## src/include/asram_pkg.sv

```systemverilog
// Package for the asynchronous 256K x 1 memory controller
package asram_pkg;

  localparam int ADDR_W = 18;
  localparam int CLK_PERIOD_NS = 10;

  // Slowest speed grade timing, ns
  localparam int T_ACCESS_NS = 35;
  localparam int T_WRITE_PULSE_NS = 20;
  localparam int T_DATA_SETUP_NS = 15;
  localparam int T_HIZ_NS = 15;

  localparam int ACC_CYC =
    (T_ACCESS_NS + CLK_PERIOD_NS - 1) / CLK_PERIOD_NS;
  localparam int WRP_CYC =
    (T_WRITE_PULSE_NS + CLK_PERIOD_NS - 1) / CLK_PERIOD_NS;
  localparam int DSU_CYC =
    (T_DATA_SETUP_NS + CLK_PERIOD_NS - 1) / CLK_PERIOD_NS;
  localparam int HIZ_CYC =
    (T_HIZ_NS + CLK_PERIOD_NS - 1) / CLK_PERIOD_NS;

  localparam int CNT_W = 3;
  localparam logic [CNT_W-1:0] CNT_ZERO = 3'h0;
  localparam logic [CNT_W-1:0] ACC_N = CNT_W'(ACC_CYC);
  localparam logic [CNT_W-1:0] WRP_N = CNT_W'(WRP_CYC > DSU_CYC ?
                                              WRP_CYC : DSU_CYC);
  localparam logic [CNT_W-1:0] HIZ_N = CNT_W'(HIZ_CYC);

  typedef enum logic [2:0] {
    ASRAM_IDLE   = 3'b000,
    ASRAM_RSETUP = 3'b001,
    ASRAM_RWAIT  = 3'b010,
    ASRAM_WSETUP = 3'b011,
    ASRAM_WPULSE = 3'b100,
    ASRAM_RECOV  = 3'b101
  } asram_state_e;

  typedef struct packed {
    logic              write;
    logic [ADDR_W-1:0] addr;
    logic              wdata;
  } asram_req_s;

  typedef struct packed {
    logic              sel_n;
    logic              wstb_n;
    logic [ADDR_W-1:0] addr;
    logic              din;
  } asram_pins_s;

endpackage

```

## src/verilog/asram_ctrl.sv

```systemverilog
// Host-side controller driving a 256K x 1 asynchronous static memory
// Overview of operation
// - Read: select low, strobe high, data after access
// - Write only while select and strobe both low
// - Setup and hold relative to qualifying edges
// - Select or strobe inactive during address change
// - Address timing from last valid to first change
// - Address valid before select falls on reads
`timescale 1ns/1ps
module asram_ctrl
  import asram_pkg::*;
(
  // Clock and reset
  input  wire logic              mclk_i,
  input  wire logic              reset_i,
  // User request
  input  wire logic              req_valid_i,
  input  wire logic              req_write_i,
  input  wire logic [ADDR_W-1:0] req_addr_i,
  input  wire logic              req_wdata_i,
  output logic                   req_ready_o,
  // User read answer
  output logic                   rd_valid_o,
  output logic                   rd_data_o,
  // Memory pins
  output logic                   mem_sel_n_o,
  output logic                   mem_wstb_n_o,
  output logic [ADDR_W-1:0]      mem_addr_o,
  output logic                   mem_din_o,
  input  wire logic              mem_dout_i
);

  asram_state_e     state;
  asram_state_e     next_state;
  asram_req_s       req;
  asram_pins_s      pins;
  asram_pins_s      next_pins;
  logic [CNT_W-1:0] cnt;
  logic [CNT_W-1:0] next_cnt;
  logic             dout_meta;
  logic             dout_sync;
  logic             ready;
  logic             next_ready;
  logic             rd_valid;
  logic             next_rd_valid;
  logic             rd_data;
  logic             next_rd_data;

  wire logic take     = ready && req_valid_i;
  wire logic cnt_done = (cnt == CNT_ZERO);
  wire logic [CNT_W-1:0] cnt_dec = cnt - 3'h1;

  always_comb begin
    next_state    = state;
    next_pins     = pins;
    next_cnt      = cnt_done ? CNT_ZERO : cnt_dec;
    next_ready    = 1'b0;
    next_rd_valid = 1'b0;
    next_rd_data  = rd_data;
    unique case (state)
      ASRAM_IDLE: begin
        next_ready = ~take;
        if (take) begin
          // Address settles with both controls high
          next_pins.sel_n  = 1'b1;
          next_pins.wstb_n = 1'b1;
          next_pins.addr   = req.addr;
          next_pins.din    = req.wdata;
          next_state = req.write ? ASRAM_WSETUP : ASRAM_RSETUP;
        end
      end
      ASRAM_RSETUP: begin
        // Address valid before select falls, strobe high
        next_pins.sel_n = 1'b0;
        next_cnt   = ACC_N + 3'h2;
        next_state = ASRAM_RWAIT;
      end
      ASRAM_RWAIT: begin
        // Wait access plus synchroniser depth
        if (cnt_done) begin
          next_rd_data    = dout_sync;
          next_rd_valid   = 1'b1;
          next_pins.sel_n = 1'b1;
          next_cnt   = HIZ_N;
          next_state = ASRAM_RECOV;
        end
      end
      ASRAM_WSETUP: begin
        // Select and strobe fall together; write starts on overlap
        next_pins.sel_n  = 1'b0;
        next_pins.wstb_n = 1'b0;
        next_cnt   = WRP_N;
        next_state = ASRAM_WPULSE;
      end
      ASRAM_WPULSE: begin
        if (cnt_done) begin
          // Select rises with strobe: ends write, output stays off
          next_pins.sel_n  = 1'b1;
          next_pins.wstb_n = 1'b1;
          next_cnt   = CNT_ZERO;
          next_state = ASRAM_RECOV;
        end
      end
      ASRAM_RECOV: begin
        // Address and data held one cycle after a write ends, three cycles after a read
        if (cnt_done) begin
          next_ready = 1'b1;
          next_state = ASRAM_IDLE;
        end
      end
      default: begin
        next_state = ASRAM_IDLE;
        next_pins.sel_n  = 1'b1;
        next_pins.wstb_n = 1'b1;
      end
    endcase
  end

  // Data output from the memory is asynchronous
  always_ff @(posedge mclk_i) begin
    dout_meta <= mem_dout_i;
    dout_sync <= dout_meta;
  end

  always_ff @(posedge mclk_i) begin
    if (reset_i) begin
      state    <= ASRAM_IDLE;
      pins     <= '{sel_n: 1'b1, wstb_n: 1'b1, addr: '0, din: 1'b0};
      cnt      <= CNT_ZERO;
      ready    <= 1'b0;
      rd_valid <= 1'b0;
      rd_data  <= 1'b0;
    end else begin
      state    <= next_state;
      pins     <= next_pins;
      cnt      <= next_cnt;
      ready    <= next_ready;
      rd_valid <= next_rd_valid;
      rd_data  <= next_rd_data;
    end
  end

  assign req = '{write: req_write_i, addr: req_addr_i, wdata: req_wdata_i};

  assign req_ready_o  = ready;
  assign rd_valid_o   = rd_valid;
  assign rd_data_o    = rd_data;
  assign mem_sel_n_o  = pins.sel_n;
  assign mem_wstb_n_o = pins.wstb_n;
  assign mem_addr_o   = pins.addr;
  assign mem_din_o    = pins.din;

endmodule

```

## config.mk

```make
export PLATFORM = sky130hd
export DESIGN_NAME = asram_ctrl
export DESIGN_NICKNAME = d
export VERILOG_FILES = /design/src/include/asram_pkg.sv /design/src/verilog/asram_ctrl.sv
export SDC_FILE = /design/constraint.sdc
export NUM_CORES = 1
export LEC_CHECK = 0
export ABC_AREA = 1
export BUFFER_PORTS_ARGS = -buffer_cell sky130_fd_sc_hd__buf_2
export CAP_MARGIN = 20
export CORE_MARGIN = 3
export CORE_UTILIZATION = 48
export CTS_CLUSTER_SIZE = 24
export DETAILED_ROUTE_END_ITERATION = 16
export HOLD_SLACK_MARGIN = 0.06
export PLACE_DENSITY = 0.84
export SYNTH_ARGS = -nofsm -noshare
export SYNTH_HDL_FRONTEND = slang
export SYNTH_SLANG_ARGS = --single-unit
```

## constraint.sdc

```tcl
create_clock -name mclk_i -period 1.2 [get_ports mclk_i]
set_input_delay 0.12 -clock mclk_i [delete_from_list [all_inputs] [get_ports mclk_i]]
set_output_delay 0.12 -clock mclk_i [all_outputs]
set_load 0.03 [all_outputs]
```

# --- Yosys cells after proc, flatten, opt, wreduce, memory -nomap -nowiden ---
# Index checks and enable logic that the tools add are counted.
op_classes:
  n_addsub: 1
  eq_ne: 10
  n_mux: 16
  bitwise: 4
  n_reduce_logical: 12
op_table:
  columns: ["operator", "count"]
  rows:
  - ["$mux W21", 1]
  - ["$mux W3", 6]
  - ["$pmux W3 S5", 1]
  - ["$pmux W3 S4", 1]
  - ["$ne A2 B2 Y1 const B", 4]
  - ["$eq A3 B2 Y1 const B", 2]
  - ["$eq A3 B3 Y1 const B", 2]
  - ["$logic_not A3 Y1", 2]
  - ["$reduce_and A3 Y1", 2]
  - ["$reduce_or A2 Y1", 3]
  - ["$pmux W1 S5", 1]
  - ["$mux W2", 2]
  - ["$not A1 Y1", 4]
  - ["$pmux W1 S4", 1]
  - ["$reduce_and A2 Y1", 2]
  - ["$reduce_and A4 Y1", 1]
  - ["$eq A3 B1 Y1 const B", 1]
  - ["$reduce_or A3 Y1", 1]
  - ["$sub A3 B1 Y3 const B", 1]
  - ["$mux W1", 2]
  - ["$ne A2 B1 Y1 const B", 1]
  - ["$pmux W1 S2", 1]
  - ["$logic_and A1 B1 Y1", 1]
word_totals:
  reg_bits: 32
  input_bits: 24
  out_inout_bits: 24

# --- Depth between registers and ports, before layout ---
# Gate-level depths: netlist (run 1).
logic_depth:
  depth_word: 4
  mapped_depth: 8
  mapped_depth_nobuf: 8

# --- Worst setup path before layout (run 1) ---
# No wires, ideal clock.
synth_path:
  path_kind: "reg-to-reg"
  start: "reg ready (netlist: req_ready_o)"
  end: "reg pins (netlist bit mem_addr_o[0])"
  setup_time_ps: 70
  t_arrival_ps: 1211
  required_ps: 1130
  path_slack_ps: -81
  path_stages_with_launch: 7
  synth_period_minus_slack_ps: 1281
  cell_sequence: "dfxtp_1 > nand2_1 > inv_1 > buf_2 > clkbuf_8 > nand3_1 > a21oi_1"
synth_between:
  elab_chain_len: 2
synth_lines:
  columns: ["element", "line_no", "rtl"]
  rows:
  - ["start, declared", "asram_ctrl.sv:42", "logic ready;"]
  - ["start signal, assigned", "asram_ctrl.sv:137", "ready <= next_ready;"]
  - ["$logic_and A1 B1 Y1", "asram_ctrl.sv:49", "wire logic take = ready && req_valid_i;"]
  - ["$reduce_and A2 Y1 (no source line)", null, null]
  - ["end signal, assigned", "asram_ctrl.sv:128", "pins <= '{sel_n: 1'b1, wstb_n: 1'b1, addr: '0, din: 1'b0};"]
  - ["end signal, assigned", "asram_ctrl.sv:135", "pins <= next_pins;"]
  - ["end, declared", "asram_ctrl.sv:36", "asram_pins_s pins;"]
# Every way passes these cells.
# A chain may end at the register's enable or synchronous reset.

# --- Worst setup path after layout (run 1) ---
layout_path:
  start: "reg state[1]"
  end: "reg pins (netlist bit mem_addr_o[14])"
layout_between:
  elab_chain_len: 2
layout_lines:
  columns: ["element", "line_no", "rtl"]
  rows:
  - ["start, declared", "asram_ctrl.sv:33", "asram_state_e state;"]
  - ["start signal, assigned", "asram_ctrl.sv:134", "state <= next_state;"]
  - ["$logic_not A3 Y1", "asram_ctrl.sv:60", "unique case (state)"]
  - ["$reduce_and A2 Y1 (no source line)", null, null]
# Every way passes these cells.

==> impl_metrics.yaml, run 1 <==
outcome:
  outcome: "finished, final reports clean"
final_layout:
  final_layout_size_suffix_gt1_frac: 0.313
  layout.nets: 267
  seq_area_um2: 644
  final_common_cell: "sky130_fd_sc_hd__buf_2"
  multi_input_area_um2: 564
  filler_cell_count: 225
  syn2layout_area_growth_pct: 37.3
  finalInstanceArea_mm2: 0.00184
  final_cell_mix: "47 x sky130_fd_sc_hd__buf_2, 40 x sky130_fd_sc_hd__nand2_1, 30 x sky130_fd_sc_hd__nand3_1, 29 x sky130_fd_sc_hd__dfxtp_1, 26 x sky130_fd_sc_hd__a21oi_1"
  antenna_cells: 0
  final_util: 0.718
die:
  floorplan.initialDensity: 0.523
  die_area_mm2: 0.00347
  ioPinCount: 48
  chip_height_um: 58.9
  row_count: 18
  chipWidth_um: 58.9
  core-area_mm2: 0.00257
critical_path:
  cp_common_cell: "sky130_fd_sc_hd__nand2_2"
  cp.buffers_inverters: 2
  critPathMaxStageDelay_ns: 0.37
  timing.critical_path.from_type: "flip-flop"
  kind_of_capture_point_of_the_worst_setup_path: "flip-flop"
  worstPathCellList: "nor2_4 > nand2_2 > inv_2 > nand2_2 > clkbuf_16 > nand2_1 > a21oi_1"
  worst-endpoint-arrival_ns: 1.38
  type_of_the_worst_setup_path: "reg -> reg"
  startpoint: "state[1]"
  path_delay_family: "flip-flops"
  worstReg2RegStart: "state[1]"
  crit_path_top_delay_cell: "sky130_fd_sc_hd__dfxtp_2"
  worst-endpoint-required_ns: 1.42
  path_max_fanout: 9
job:
  maxCapViolCount: 0
global_route:
  grtUsageTotal: 0.199
  globalRoute.busiestLayer: "met2"
  grtUsageMet2: 0.353
  grt_pass1_vias: 1293
  met1_track_demand_over_resource_in_global_routing: 0.218
  gr-usage-met3: 0.0592
  grt_pass1_wl_mm: 5.31
  grt_start_max_net_pins: 20
  antenna_found_initial: 0
  grt_overflow: 0
clocking:
  cts.sinks: 32
  cts_buffers: 5
  cts_tree: "done"
  clk_pin_slew_worst_paths_ns: 0.09
  latest_clock_arrival_within_the_worst_skew_pair_ns: 0.32
  cts_root_buf: "sky130_fd_sc_hd__clkbuf_4"
  max-clock-path-buffers: 2
  cts_max_level: 2
timing:
  number_of_hold_violations_in_the_final_report: 0
  finalCritPeriodShare: 0.973
  final_critical_path_setup_slack_ns: 0.0320
  final_max_slew_viol_count: 0
  final_period_minus_worst_setup_slack_ns: 1.17
  finClkSkew_ns: 0.00715
  report.final.setup_viol: 0
  setup_total_negative_slack_ns: 0
  rsz_0062_raised_after_global_routing: "true"
  worst-slew-pin-transition_ns: 0.216
  timing.max_slew.rel_slack: 0.855
  peak_clock_frequency_supported_by_timing_mhz: 856
min_path:
  hold_path.startpoint: "req_addr_i[9]"
  hold_path_class: "in -> reg"
detailed_routing:
  drt.antenna.violating_nets: 0
  detail_route.vias_per_cell: 5.05
  first_pass_iters: 4
  drt_iter0_drc: 85
  routed_wl_mm: 3.40
  routedWlPerCell_um: 12.5
  post-route-drc-count: 0
  detailroute.via_count: 1378
power:
  pwr_cell_area_mw_per_mm2: 2300
  design_power_total_uw: 4240
  irDropWorstVdd_v: 0.00177
  static-leakage-power_uw: 0.000844
logic_synthesis:
  syn_nets: 195
  synthesis.area_per_instance_um2: 7.85
  ys_types: 19
  yosys_register_bits: 32
  syn_area_mm2: 0.00134
  synth_seq_area_share: 0.477
  yosysWarnings: 0
  synthesis.instances: 171
place:
  placedInstanceArea_mm2: 0.00157
  finalWeightedCongestion: 0.823
  dp_slack_ns: -0.0627
  port_buffers: 47
  dp_hpwl_mm: 2.25
power by group:
| group | switching, uW | total [uW] | internal, uW |
|---|---|---|---|
| logic | 1380 | 2200 | 821 |
| registers | 164 | 1470 | 1310 |
| clock network | 346 | 561 | 216 |
synth_stat cells (all sizes together):
cell type | instances | area (um^2)
nand3b | 2 | 15.0
a31oi | 1 | 6.26
a21oi | 27 | 135
nor4 | 1 | 6.26
dfxtp | 32 | 641
inv | 11 | 41.3
nand2 | 43 | 164
o21a | 1 | 7.51
clkbuf | 4 | 55.1
nand3 | 31 | 160
nor2 | 13 | 56.3
buf | 5 | 55.1
final timing paths:
kind	endpoint	slack [ns]	cells after the start
hold / removal	mem_addr_o[9]	0.07	3
hold reg to reg	dout_sync	0.35	0
setup / recovery	mem_addr_o[14]	0.03	7
setup reg to reg	mem_addr_o[14]	0.03	7
registers in the layout, indices dropped and copies added, names as in the netlist:
register	flops
mem_sel_n_o	1
dout_sync	1
state	3
mem_addr_o	18
mem_wstb_n_o	1
rd_data_o	1
rd_valid_o	1
dout_meta	1
mem_din_o	1
req_ready_o	1
cnt	3
logic make-up (layout without fill, tap and decap cells):
group	count (synthesis)	in the layout	synth area share
simple gates	90	90	0.299
flops	32	32	0.477
compound gates	29	29	0.111
buf+inv	20	92	0.113
tightest hold or removal path: cells and delay by family:
family,cells,cell delay [ns]
buffers and inverters,1,0.10
AO/OA/AOI/OAI,1,0.06
AND/OR/NAND/NOR,1,0.07
through the flow:
stage / hold WS (ns) / std cells
after floorplan: 0.148 / 171
after global placement: 0.223 / 248
after detailed placement: 0.227 / 248
after CTS: 0.0638 / 271
after global routing: 0.0788 / 273
final: 0.0690 / 273
routing by layer:
metal | share of wire | wire, um
met5 | 0 | 0
met1 | 0.43 | 1450
met3 | 0.056 | 191
met2 | 0.50 | 1710
met4 | 0.013 | 44
what timing repair did:
| item | 4_1_cts | 5_1_grt |
|---|---|---|
| setup buffers | 0 | 0 |
| endpoints found under the setup margin | 20 | 27 |
| resized for setup | 2 | 8 |
| cloned | 0 | 1 |
| hold buffers | 16 | 1 |
| hold endpoints to repair | 16 | 1 |
cell type report:
| class | instances | area share |
|---|---|---|
| sequential | 32 | 0.350 |
| multi-input combinational | 119 | 0.306 |
| timing repair buffer | 74 | 0.276 |
| clock buffer | 6 | 0.0224 |
| inverter | 11 | 0.0224 |
| tap | 30 | 0.0204 |
| clock inverter | 1 | 0.00272 |
(Power assumes the default switching activity.)
==> run 2, diff against run 1 <==
--- a/config.mk
+++ b/config.mk
@@ -5,15 +5,13 @@
 export SDC_FILE = /design/constraint.sdc
 export NUM_CORES = 1
 export LEC_CHECK = 0
-export ABC_AREA = 1
 export BUFFER_PORTS_ARGS = -buffer_cell sky130_fd_sc_hd__buf_2
 export CAP_MARGIN = 20
 export CORE_MARGIN = 3
 export CORE_UTILIZATION = 48
-export CTS_CLUSTER_SIZE = 24
 export DETAILED_ROUTE_END_ITERATION = 16
 export HOLD_SLACK_MARGIN = 0.06
-export PLACE_DENSITY = 0.84
+export PLACE_DENSITY = 0.83
 export SYNTH_ARGS = -nofsm -noshare
 export SYNTH_HDL_FRONTEND = slang
 export SYNTH_SLANG_ARGS = --single-unit
==> run 2 against run 1 <==
Final area increased by 14%; sequential share of layout area decreased by 3.6 points; largest power group unchanged; sequential power grew 7%; synthesized cell count is 14% lower; the run now ends with negative setup slack left; sequential cell count did not move; total power up 25%; critical endpoint is now mem_wstb_n_o.
==> impl_metrics.yaml, run 2 <==
timing:
  final_period_minus_worst_setup_slack_ns: 1.24
  final_critical_path_setup_slack_ns: -0.0357
  peak_clock_frequency_supported_by_timing_mhz: 809
  worst-slew-pin-transition_ns: 0.571
  number_of_hold_violations_in_the_final_report: 0
  hold_ws_ns: 0.147
  final_max_slew_viol_count: 0
  timing.max_slew.rel_slack: 0.619
  rsz_0062_raised_after_global_routing: "true"
  report.final.setup_viol: 2
  finClkSkew_ns: 0.00823
  setup_total_negative_slack_ns: -0.0508
  finalCritPeriodShare: 1.03
critical_path:
  r2r_slack_ns: -0.04
  worst-endpoint-arrival_ns: 1.48
  path_delay_family: "flip-flops"
  path_max_fanout: 4
  kind_of_capture_point_of_the_worst_setup_path: "flip-flop"
  critPathMaxStageDelay_ns: 0.38
  r2r_cells: 4
  worst-endpoint-required_ns: 1.44
  r2r-end: "mem_wstb_n_o"
  type_of_the_worst_setup_path: "reg -> reg"
  worstPathCellList: "buf_6 > nor4_4 > o21ai_1 > a31oi_1"
  worstReg2RegStart: "cnt[0]"
  timing.critical_path.from_type: "flip-flop"
  crit_path_top_delay_cell: "sky130_fd_sc_hd__dfxtp_4"
  cp.buffers_inverters: 1
power:
  static-leakage-power_uw: 0.000888
  pwr_cell_area_mw_per_mm2: 2510
  irDropWorstVdd_v: 0.00230
logic_synthesis:
  synthesis.instances: 147
  synth_seq_area_share: 0.468
  synth.top_cells.by_count: "32 x sky130_fd_sc_hd__dfxtp_1, 23 x sky130_fd_sc_hd__a21oi_1, 23 x sky130_fd_sc_hd__o21ai_1"
  synth_top_family_by_area: "compound AO/OA/AOI/OAI gates"
  post_synth_simple_gate_area: 0.201
  syn_area_mm2: 0.00137
  synthFlopType: "sky130_fd_sc_hd__dfxtp_1"
  netlist.area_leader.share: 0.468
  ys_types: 35
  synth-compound-area-share: 0.250
  muxShareOfSynthArea: 0.0156
  syn_nets: 171
  synth_enable_flop_cells: 0
  synth_most_common_cell: "sky130_fd_sc_hd__dfxtp_1"
  synth_area_leader_cell: "sky130_fd_sc_hd__dfxtp_1"
  postSynth.asyncResetShare: 0
  xor_xnor_portion_of_the_synthesized_cell_area: 0
  yosysWarnings: 0
  synth_adder_area_share: 0
  yosys_register_bits: 32
  synthesis.area_per_instance_um2: 9.30
  ys_top_cells_by_area: "sky130_fd_sc_hd__dfxtp_1 47%, sky130_fd_sc_hd__a21oi_1 8.4%, sky130_fd_sc_hd__o21ai_1 8.4%"
place:
  finalWeightedCongestion: 0.812
  port_buffers: 47
  dp_hpwl_mm: 2.47
  numPlacedInstances: 227
  dp_slack_ns: -0.0251
outcome:
  outcome: "finished, violations left"
  violated_checks: "negative setup slack"
min_path:
  hold_path_class: "in -> reg"
  hold_path.startpoint: "req_write_i"
  timing.hold.worst_path_depth: 3
  hold_end: "state[1]"
final_layout:
  antenna_cells: 0
  final_common_cell: "sky130_fd_sc_hd__buf_2"
  seq_area_um2: 659
  syn2layout_area_growth_pct: 53.8
  final_layout_size_suffix_gt1_frac: 0.435
  final_cell_mix: "47 x sky130_fd_sc_hd__buf_2, 25 x sky130_fd_sc_hd__dfxtp_1, 22 x sky130_fd_sc_hd__a21oi_1, 20 x sky130_fd_sc_hd__dlygate4sd3_1, 19 x sky130_fd_sc_hd__nand3_1"
  post_layout_nonfiller_instances: 260
  largest_register_ff_count: 18
  filler_cell_count: 167
  layout.nets: 253
  multi_input_area_um2: 686
clocking:
  max-clock-path-buffers: 2
  cts.sinks: 32
  cts_tree: "done"
  cts_buffers: 5
  cts_max_level: 2
  cts_root_buf: "sky130_fd_sc_hd__clkbuf_4"
  latest_clock_arrival_within_the_worst_skew_pair_ns: 0.33
  clk_pin_slew_worst_paths_ns: 0.10
detailed_routing:
  first_pass_iters: 4
  detail_route.vias_per_cell: 5.55
  drt.antenna.violating_nets: 0
  routedWlPerCell_um: 15.7
  post-route-drc-count: 0
  detailroute.via_count: 1444
  drt_iter0_drc: 99
  routed_wl_mm: 4.08
global_route:
  grt_overflow: 0
  grt_pass1_wl_mm: 5.90
  antenna_found_initial: 0
  grt_start_max_net_pins: 33
  grtUsageTotal: 0.223
  grt_pass1_vias: 1310
die:
  chipWidth_um: 59.4
  die_area_mm2: 0.00353
  core-area_mm2: 0.00259
  chip_height_um: 59.4
  row_count: 18
  floorplan.initialDensity: 0.528
  ioPinCount: 48
job:
  maxCapViolCount: 0
==> run 2: cell count changes after synthesis, sizes merged, moves of 3 or more <==
cell | previous run | this run
a21oi | 27 | 23
buf | 5 | 13
clkbuf | 4 | 1
inv | 11 | 0
nand2 | 43 | 1
nand2b | 0 | 3
nand3 | 31 | 20
nor2 | 13 | 3
nor3b | 0 | 3
o21ai | 0 | 23
==> run 2: final cells by class <==
class | count | area share
sequential | 32 | 0.314
multi-input combinational | 101 | 0.326
tap | 30 | 0.0178
clock buffer | 6 | 0.0196
clock inverter | 2 | 0.0167
timing repair buffer | 89 | 0.306
==> run 2: logic make-up (layout without fill, tap and decap cells) <==
group                  Yosys count  in the layout
AOI/OAI and AO/OA               58             58
and+or+nand+nor                 41             41
DFF                             32             32
buffers and inverters           14             97
muxes                            2              2
==> run 2: routing by layer <==
metal  GRT usage  vias to the layer above  wire, um
met2       0.385                       61      2160
met3      0.0545                        6       235
met1       0.271                      676      1640
met5           0                        -         0
li1            -                      701         -
met4      0.0647                        0        44
==> run 2: what timing repair did <==
item | in CTS | in global routing
endpoints found under the setup margin | 13 | 27
gates resized for setup | 5 | 22
hold buffers | 20 | 0
hold endpoints to repair | 20 | 0
setup buffers | 1 | 5
pin swaps | 2 | 6
==> run 2: how the worst max path moves through the flow <==
stage                start      endpoint  slack, ns  cells after the start
2_1_floorplan  req_ready_o      state[0]       0.06                      4
3_3_place_gp      state[2]   mem_sel_n_o       0.03                      3
3_5_place_dp      state[2]   mem_sel_n_o      -0.03                      3
4_1_cts             cnt[1]   mem_sel_n_o       0.01                      3
5_1_grt             cnt[0]  mem_wstb_n_o      -0.10                      4
6_report            cnt[0]  mem_wstb_n_o      -0.04                      4
==> run 2: worst reg2reg max path: stages (launching register included) <==
cell and delay (ns):
sky130_fd_sc_hd__dfxtp_4 0.38, sky130_fd_sc_hd__buf_6 0.12, sky130_fd_sc_hd__nor4_4 0.32, sky130_fd_sc_hd__o21ai_1 0.12
sky130_fd_sc_hd__a31oi_1 0.21
==> run 2: power breakdown <==
| group | total (uW) | switching (uW) | internal, uW |
|---|---|---|---|
| logic | 2910 | 1640 | 1280 |
| registers | 1580 | 231 | 1350 |
| clock network | 795 | 359 | 437 |
==> run 2: stage by stage <==
| stage | utilization | total power [uW] | cell area [um^2] |
|---|---|---|---|
| 3_5_place_dp | 0.658 | 4040 | 1710 |
| 2_1_floorplan | - | 3230 | 1370 |
| 4_1_cts | 0.771 | 4950 | 2000 |
| 3_3_place_gp | 0.658 | 3930 | 1710 |
| 6_report | 0.812 | 5290 | 2100 |
| 5_1_grt | 0.812 | 5610 | 2100 |
